==> src/pkg/arf_pkg.sv <==
/*
  Shared constants, types and helpers for the conversion-result formatting
  block: register offsets, field positions, reset values, trigger codes,
  acquisition timing and the justification formatter.
  Assumes a 40 MHz APB clock and a 10-bit converter result.
*/
package arf_pkg;

  // Register byte offsets on APB
  localparam logic [11:0] ARF_OFS_CTRL = 12'h000;
  localparam logic [11:0] ARF_OFS_RES_HI = 12'h004;
  localparam logic [11:0] ARF_OFS_RES_LO = 12'h008;
  localparam logic [11:0] ARF_OFS_FLAGS = 12'h00C;
  localparam logic [11:0] ARF_OFS_STATUS = 12'h010;

  // Control register fields
  localparam int ARF_CTRL_EN_BIT = 0;
  localparam int ARF_CTRL_GO_BIT = 1;
  localparam int ARF_CTRL_CHAN_LSB = 2;
  localparam int ARF_CTRL_JUST_BIT = 7;
  localparam int ARF_CTRL_TRIG_LSB = 8;
  localparam int ARF_CHAN_W = 5;
  localparam int ARF_TRIG_W = 3;

  // Status register fields
  localparam int ARF_STAT_BUSY_BIT = 0;
  localparam int ARF_STAT_ACQ_BIT = 1;

  // Values after reset
  localparam logic [ARF_CHAN_W-1:0] ARF_CHAN_RESET = 5'h00;
  localparam logic [ARF_TRIG_W-1:0] ARF_TRIG_RESET = 3'h0;
  localparam logic [2:0] ARF_FLAGS_RESET = 3'h0;

  // Auto-conversion trigger source codes
  localparam logic [ARF_TRIG_W-1:0] ARF_TRIG_NONE = 3'h0;
  localparam logic [ARF_TRIG_W-1:0] ARF_TRIG_TMR0 = 3'h3;
  localparam logic [ARF_TRIG_W-1:0] ARF_TRIG_TMR1 = 3'h4;
  localparam logic [ARF_TRIG_W-1:0] ARF_TRIG_TMR2 = 3'h5;
  localparam logic [ARF_TRIG_W-1:0] ARF_TRIG_CMP1 = 3'h6;
  localparam logic [ARF_TRIG_W-1:0] ARF_TRIG_CMP2 = 3'h7;

  // Acquisition time before a conversion, least time rounds up
  localparam int ARF_CLK_PERIOD_NS = 25;
  localparam int ARF_ACQ_TIME_NS = 8100;
  localparam int ARF_ACQ_CYCLES = (ARF_ACQ_TIME_NS + ARF_CLK_PERIOD_NS - 1) / ARF_CLK_PERIOD_NS;
  localparam int ARF_ACQ_W = 10;
  localparam logic [ARF_ACQ_W-1:0] ARF_ACQ_LOAD = ARF_ACQ_W'(ARF_ACQ_CYCLES);

  typedef enum logic [1:0] {ST_IDLE, ST_ACQ, ST_CONV} arf_state_e;

  typedef struct packed {
    logic [7:0] hi;
    logic [7:0] lo;
  } arf_result_s;

  // Place a 10-bit result into the two 8-bit result registers
  function automatic arf_result_s arf_format(input logic right_just, input logic [9:0] res);
    arf_result_s r;
    if (right_just)
    begin
      r.hi = {6'h00, res[9:8]};
      r.lo = res[7:0];
    end
    else
    begin
      r.hi = res[9:2];
      r.lo = {res[1:0], 6'h00};
    end
    return r;
  endfunction

endpackage

==> src/verilog/arf_result_store.sv <==
/*
  Storage for the two result registers. Holds no reset on purpose so that
  the contents survive any reset after power-up and start unknown.
  Assumes writes come from the same pclk domain; a hardware update wins
  over a software write in the same cycle.
*/
`timescale 1ns/10ps
module arf_result_store
  import arf_pkg::*;
(
  input wire logic pclk,
  input wire logic hw_we,
  input wire arf_result_s hw_data,
  input wire logic sw_we_hi,
  input wire logic sw_we_lo,
  input wire logic [7:0] sw_data,
  output arf_result_s store_q
);

  // No reset term: value is unknown at power-up and kept across resets
  always_ff @(posedge pclk)
  begin
    if (hw_we)
    begin
      store_q <= hw_data;
    end
    else
    begin
      if (sw_we_hi)
      begin
        store_q.hi <= sw_data;
      end
      if (sw_we_lo)
      begin
        store_q.lo <= sw_data;
      end
    end
  end

endmodule

==> src/verilog/arf_top.sv <==
/*
  Conversion control and result formatting: APB register file, start and
  acquisition sequencing toward the converter, trigger edge detection with
  timer flags, and justified result capture.
  Assumes converter handshake and trigger inputs are pclk-domain logic.
*/
`timescale 1ns/10ps
// Contract
// - Left justified, result bits 9..2 fill the upper result register.
// - Left justified, result bits 1..0 go to bits 7..6 of the lower register.
// - Right justified, result bits 9..8 go to bits 1..0 of the upper register.
// - Right justified, result bits 7..0 fill the lower result register.
// - Result registers are read/write, unknown at power-up, kept over other resets.
// - The hold capacitor is not discharged when a conversion ends.
// - A timer trigger source firing sets its own flag regardless of conversion.
module arf_top
  import arf_pkg::*;
(
  input wire logic pclk,
  input wire logic presetn,
  input wire logic psel,
  input wire logic penable,
  input wire logic pwrite,
  input wire logic [11:0] paddr,
  input wire logic [31:0] pwdata,
  input wire logic [3:0] pstrb,
  output logic [31:0] prdata,
  output logic pready,
  output logic pslverr,
  input wire logic [4:0] trig_src,
  input wire logic conv_done,
  input wire logic [9:0] conversion_result,
  output logic conv_start,
  output logic sample_switch,
  output logic [ARF_CHAN_W-1:0] chan_select,
  output logic [2:0] timer_flags
);

  logic en_q;
  logic result_justify_select_q;
  logic [ARF_CHAN_W-1:0] chan_q;
  logic [ARF_TRIG_W-1:0] trig_sel_q;
  logic [2:0] flags_q;
  logic [4:0] trig_prev_q;
  logic [ARF_ACQ_W-1:0] acq_cnt_q;
  arf_state_e state_q;
  logic [31:0] prdata_q;
  arf_result_s store_q;
  arf_result_s fmt;
  logic wr_acc;
  logic rd_setup;
  logic sel_ctrl;
  logic sel_hi;
  logic sel_lo;
  logic sel_flags;
  logic sel_stat;
  logic mapped;
  logic [4:0] trig_rise;
  logic trig_fire;
  logic go_req;
  logic start_req;
  logic conv_accept;
  logic acq_reload;
  logic [31:0] rd_mux;

  // Decode once, shared by write and read paths
  assign sel_ctrl = (paddr == ARF_OFS_CTRL);
  assign sel_hi = (paddr == ARF_OFS_RES_HI);
  assign sel_lo = (paddr == ARF_OFS_RES_LO);
  assign sel_flags = (paddr == ARF_OFS_FLAGS);
  assign sel_stat = (paddr == ARF_OFS_STATUS);
  assign mapped = sel_ctrl | sel_hi | sel_lo | sel_flags | sel_stat;
  assign wr_acc = psel & penable & pwrite & mapped;
  assign rd_setup = psel & ~penable & ~pwrite;

  // Zero wait states; unmapped addresses answer with an error
  assign pready = 1'b1;
  assign pslverr = psel & penable & ~mapped;
  assign prdata = prdata_q;

  // Edge detect on trigger sources, all rising-edge sensitive
  assign trig_rise = trig_src & ~trig_prev_q;

  always_comb
  begin
    unique case (trig_sel_q)
      ARF_TRIG_TMR0: trig_fire = trig_rise[0];
      ARF_TRIG_TMR1: trig_fire = trig_rise[1];
      ARF_TRIG_TMR2: trig_fire = trig_rise[2];
      ARF_TRIG_CMP1: trig_fire = trig_rise[3];
      ARF_TRIG_CMP2: trig_fire = trig_rise[4];
      default: trig_fire = 1'b0;
    endcase
  end

  // Start from software go bit or selected trigger
  assign go_req = wr_acc & sel_ctrl & pstrb[0] & pwdata[ARF_CTRL_GO_BIT];
  assign start_req = en_q & (go_req | trig_fire);
  assign conv_accept = (state_q == ST_CONV) & conv_done;
  assign fmt = arf_format(result_justify_select_q, conversion_result);
  assign acq_reload = (wr_acc & sel_ctrl & pstrb[0]
                       & (pwdata[ARF_CTRL_CHAN_LSB +: ARF_CHAN_W] != chan_q)) | conv_accept;

  // Converter-side outputs
  assign conv_start = (state_q == ST_ACQ) & (acq_cnt_q == '0);
  assign sample_switch = en_q & (state_q != ST_CONV);
  assign chan_select = chan_q;
  assign timer_flags = flags_q;

  // Trigger history
  always_ff @(posedge pclk or negedge presetn)
  begin
    if (!presetn)
    begin
      trig_prev_q <= 5'h00;
    end
    else
    begin
      trig_prev_q <= trig_src;
    end
  end

  // Control register; byte lanes honoured
  always_ff @(posedge pclk or negedge presetn)
  begin
    if (!presetn)
    begin
      en_q <= 1'b0;
      result_justify_select_q <= 1'b0;
      chan_q <= ARF_CHAN_RESET;
      trig_sel_q <= ARF_TRIG_RESET;
    end
    else if (wr_acc & sel_ctrl)
    begin
      if (pstrb[0])
      begin
        en_q <= pwdata[ARF_CTRL_EN_BIT];
        chan_q <= pwdata[ARF_CTRL_CHAN_LSB +: ARF_CHAN_W];
        result_justify_select_q <= pwdata[ARF_CTRL_JUST_BIT];
      end
      if (pstrb[1])
      begin
        trig_sel_q <= pwdata[ARF_CTRL_TRIG_LSB +: ARF_TRIG_W];
      end
    end
  end

  // Timer flags: set wins over write-one-to-clear so no event is lost
  always_ff @(posedge pclk or negedge presetn)
  begin
    if (!presetn)
    begin
      flags_q <= ARF_FLAGS_RESET;
    end
    else
    begin
      flags_q <= (flags_q & ~((wr_acc & sel_flags & pstrb[0]) ? pwdata[2:0] : 3'h0))
                 | trig_rise[2:0];
    end
  end

  // Settling counter restarts on channel change and after each conversion,
  // because the hold capacitor must track the new input before sampling
  always_ff @(posedge pclk or negedge presetn)
  begin
    if (!presetn)
    begin
      acq_cnt_q <= ARF_ACQ_LOAD;
    end
    else if (acq_reload)
    begin
      acq_cnt_q <= ARF_ACQ_LOAD;
    end
    else if (sample_switch && acq_cnt_q != '0)
    begin
      acq_cnt_q <= acq_cnt_q - ARF_ACQ_W'(1);
    end
  end

  // Sequencer; disabling aborts a pending or running conversion
  always_ff @(posedge pclk or negedge presetn)
  begin
    if (!presetn)
    begin
      state_q <= ST_IDLE;
    end
    else if (!en_q)
    begin
      state_q <= ST_IDLE;
    end
    else
    begin
      unique case (state_q)
        ST_IDLE:
        begin
          if (start_req)
          begin
            state_q <= ST_ACQ;
          end
        end
        ST_ACQ:
        begin
          if (conv_start)
          begin
            state_q <= ST_CONV;
          end
        end
        ST_CONV:
        begin
          // Return to tracking with no discharge step
          if (conv_done)
          begin
            state_q <= ST_IDLE;
          end
        end
      endcase
    end
  end

  // Result registers live in the store; hardware capture of both at once
  arf_result_store u_store (
    .pclk(pclk),
    .hw_we(conv_accept),
    .hw_data(fmt),
    .sw_we_hi(wr_acc & sel_hi & pstrb[0]),
    .sw_we_lo(wr_acc & sel_lo & pstrb[0]),
    .sw_data(pwdata[7:0]),
    .store_q(store_q)
  );

  // Read mux; reserved bits read as zero
  always_comb
  begin
    rd_mux = 32'h0000_0000;
    if (sel_ctrl)
    begin
      rd_mux[ARF_CTRL_EN_BIT] = en_q;
      rd_mux[ARF_CTRL_GO_BIT] = (state_q != ST_IDLE);
      rd_mux[ARF_CTRL_CHAN_LSB +: ARF_CHAN_W] = chan_q;
      rd_mux[ARF_CTRL_JUST_BIT] = result_justify_select_q;
      rd_mux[ARF_CTRL_TRIG_LSB +: ARF_TRIG_W] = trig_sel_q;
    end
    if (sel_hi)
    begin
      rd_mux[7:0] = store_q.hi;
    end
    if (sel_lo)
    begin
      rd_mux[7:0] = store_q.lo;
    end
    if (sel_flags)
    begin
      rd_mux[2:0] = flags_q;
    end
    if (sel_stat)
    begin
      rd_mux[ARF_STAT_BUSY_BIT] = (state_q != ST_IDLE);
      rd_mux[ARF_STAT_ACQ_BIT] = (acq_cnt_q != '0);
    end
  end

  // Read data captured in setup so it comes from a flop in the access phase
  always_ff @(posedge pclk or negedge presetn)
  begin
    if (!presetn)
    begin
      prdata_q <= 32'h0000_0000;
    end
    else if (rd_setup)
    begin
      prdata_q <= rd_mux;
    end
  end
endmodule

==> config.mk <==
export PLATFORM = sky130hd
export DESIGN_NAME = arf_top
export DESIGN_NICKNAME = d
export VERILOG_FILES = /design/src/pkg/arf_pkg.sv /design/src/verilog/arf_result_store.sv /design/src/verilog/arf_top.sv
export SDC_FILE = /design/constraint.sdc
export NUM_CORES = 1
export LEC_CHECK = 0
export ABC_AREA = 1
export BUFFER_PORTS_ARGS = -buffer_cell sky130_fd_sc_hd__buf_2
export CAP_MARGIN = 40
export CORE_ASPECT_RATIO = 0.8
export CORE_MARGIN = 1
export CORE_UTILIZATION = 46
export CTS_CLUSTER_DIAMETER = 80
export DETAILED_ROUTE_END_ITERATION = 7
export GPL_ROUTABILITY_DRIVEN = 0
export GPL_TIMING_DRIVEN = 0
export MAX_ROUTING_LAYER = met4
export PLACE_DENSITY_LB_ADDON = 0.1
export SLEW_MARGIN = 20
export SYNTH_ARGS = -nofsm -noshare
export SYNTH_HDL_FRONTEND = slang
export SYNTH_SLANG_ARGS = --single-unit
==> constraint.sdc <==
create_clock -name pclk -period 1.75 [get_ports pclk]
set_input_delay 0.2625 -clock pclk [delete_from_list [all_inputs] [get_ports pclk]]
set_output_delay 0.2625 -clock pclk [all_outputs]
set_load 0.02 [all_outputs]
==> results_dict.tcl <==
set metrics [dict create \
    port_buffers 67 \
    clock_sinks 57 \
    synth-seq-cells 57 \
    dpl_cell_area_mm2 0.00387 \
    final_area_mm2 0.00415 \
    placedCellCount 558 \
    syn_inst 383 \
    synth.distinct_cells 40 \
    yosysTopAreaCellShare_pct 29.2 \
    clock_skew_ps 5.38 \
    initial_core_util_pct 47.5 \
    overflow 0 \
    tns_ps 0 \
    wl_per_cell_um 12.6 \
    grt_max_degree 31 \
    switching_share_pct 24.4 \
    drv_slew 0 \
    nets 562 \
    via_count 2765 \
    initialDrtViolationCount 154 \
    syn2layout_area_growth_pct 27.5 \
    grt_pass1_vias 2593 \
    io_pins 113 \
    p_leak_nw 2.13 \
    clk_pin_slew_worst_paths_ps 60 \
    yosys-top-cells-count "98 x nand2_1, 43 x inv_1, 38 x dfrtp_1, 25 x nor2_1, 25 x o21ai_0" \
    max_freq_mhz 580 \
    hold_slack_ps 42.8 \
    max_slew_margin_pct 49.5 \
    synth-edff-count 16 \
    cap_violations 0 \
    die_w_um 96.1 \
    whs_path_depth 1 \
    rsz0062_at_grt "true" \
    combPwrFrac_pct 10.2 \
    syn-mean-instance-area_um2 8.51 \
    status "complete, no violations" \
    dieArea_mm2 0.00743 \
    internal-power_mw 2.08 \
    die_h_um 77.3 \
    cp_max_fo 3 \
    p_seq_share_pct 50.2 \
    reg2regPathDepth 6 \
    netlist_top_cells_area "dfrtp_1 29%, edfxtp_1 15%, nand2_1 11%" \
    power.density_mw_per_mm2 663 \
    drtAntennaViolNets 0 \
    hpwl_mm 5.71 \
    synthMostInstantiatedCell "nand2_1" \
    synth_area_mm2 0.00326 \
    power_frac_clock_pct 39.5 \
    start_kind "register" \
    min_path_type "primary input to register" \
    core-area_mm2 0.00686 \
    drive_gt1_share_pct 34.1 \
    worst_slew_pin_slew_ps 751 \
    fin_crit_sh_pct 98.6 \
    yosys_warnings 0 \
    async_reset_ff_share_pct 71.9 \
    clock_path_buffers 2 \
    cts_root_buf "clkbuf_8" \
    antennaDiodeCount 0 \
    finalSetupViolCount 0 \
    rows 27 \
    drc_errors 0 \
    fin_util_pct 60.6 \
    setup_ws_ps 24.8 \
    grt.total_usage_pct 22.2 \
    pre_cts_ws_ps -460 \
    viasPerCell 4.77 \
    cts_inserted_buffers 9 \
    synth_seq_area_share_pct 46.4 \
    first_pass_iters 4 \
    crit_required_ps 1490 \
    ys.flop_type "dfrtp_1" \
    worstSetupEndpointType "output pin" \
    drt_wl_total_mm 7.30 \
    h-tree-depth 3 \
    crit_type "register to output pin" \
    layout.cells.non_filler 580 \
    total_power_mw 2.75 \
    p_switching_mw 0.670 \
    yosysTopAreaCell "dfrtp_1" \
    grt_pass1_wl_mm 11.9 \
    antenna_found_initial 0 \
    tritoncts "done" \
    critPathArrivalTime_ps 1460 \
    hold_viol_final 0 \
    ir_drop_uv 428 \
    period_minus_slack_ps 1730 \
    clkLatencyLatePin_ps 330 \
]
critical path, cell delays in order (launching register included):
cell and delay (ps):
dfrtp_1 380, inv_2 90, ha_4 130, inv_2 40
nor3_2 110, nand3_2 110, nor2_1 120, buf_4 140
cells by family after synthesis:
logic type               synth area share, %
adder cells (fa/ha/maj)                 1.92
AND/OR/NAND/NOR                         27.4
AO/OA/AOI/OAI                           9.14
multiplexers                            1.04
XOR/XNOR                                2.69
flip-flops                              46.4
buffers and inverters                   11.3
other                                  0.231
area by class of cell:
cell class / instances / area (µm²)
Fill cell: 649 / 2710
Multi-Input combinational cell: 272 / 1580
Sequential cell: 57 / 1510
Timing Repair Buffer: 74 / 405
Buffer: 27 / 190
Inverter: 47 / 181
Clock buffer: 13 / 160
Tap cell: 87 / 109
Clock inverter: 3 / 15.0
timing repair:
action,in CTS,in global routing
pin swaps,1,2
resized for setup,12,8
endpoints found under the hold margin,11,0
buffers inserted,1,4
endpoints found under the setup margin,36,22
gates cloned,0,0
hold buffers,1,0
worst paths after layout:
kind | from | endpoint | slack, ps
max | acq_cnt_q[0]$_DFFE_PN0P_ | conv_start | 20
max reg2reg | state_q[0]$_DFFE_PN0P_ | u_store.store_q[10]$_DFFE_PP_ | 70
min in group asynchronous | presetn | trig_sel_q[0]$_DFFE_PN0P_ | 340
max in group asynchronous | presetn | acq_cnt_q[8]$_DFFE_PN1P_ | 880
min reg2reg | trig_prev_q[0]$_DFF_PN0_ | timer_flags[0]$_DFF_PN0_ | 470
min | trig_src[3] | trig_prev_q[3]$_DFF_PN0_ | 40
state kept, by name, summed over array words and instances (netlist names):
signal / cells
acq_cnt_q: 10
chan_select: 5
trig_sel_q: 3
en_q: 1
prdata: 11
state_q: 2
u_store.store_q: 16
timer_flags: 3
result_justify_select_q: 1
trig_prev_q: 5
metal layers:
metal  part of all wire, %  track usage, %  vias to the layer above
li1                      -               -                     1423
met1                    47            29.7                     1230
met2                    44            32.3                       99
met3                   8.4            6.05                       13
met4                   1.4            7.46                        0
met5                     0               -                        -
power groups by stage:
stage	combinational [mW]	clock [mW]	sequential (mW)
after detailed placement	0.277	0	1.41
after global placement	0.270	0	1.41
after global routing	0.312	1.19	1.38
after CTS	0.280	1.11	1.38
after floorplan	0.156	0	1.41
final	0.282	1.09	1.38
layout by cell type, fill, tap and decap left out, drive strengths merged, types with 2 or more instances in the layout:
cell type	count
conb	22
buf	96
inv	46
nand3	20
dfstp	3
dfrtp	38
xnor2	3
xor2	7
mux2	3
o21ai	25
a31oi	2
o22ai	3
edfxtp	16
or2	2
nor3	10
o31ai	7
nor2	32
ha	5
clkinv	4
clkbuf	17
nand2	107
a21oi	9
nand4	8
(Power assumes the default switching activity.)
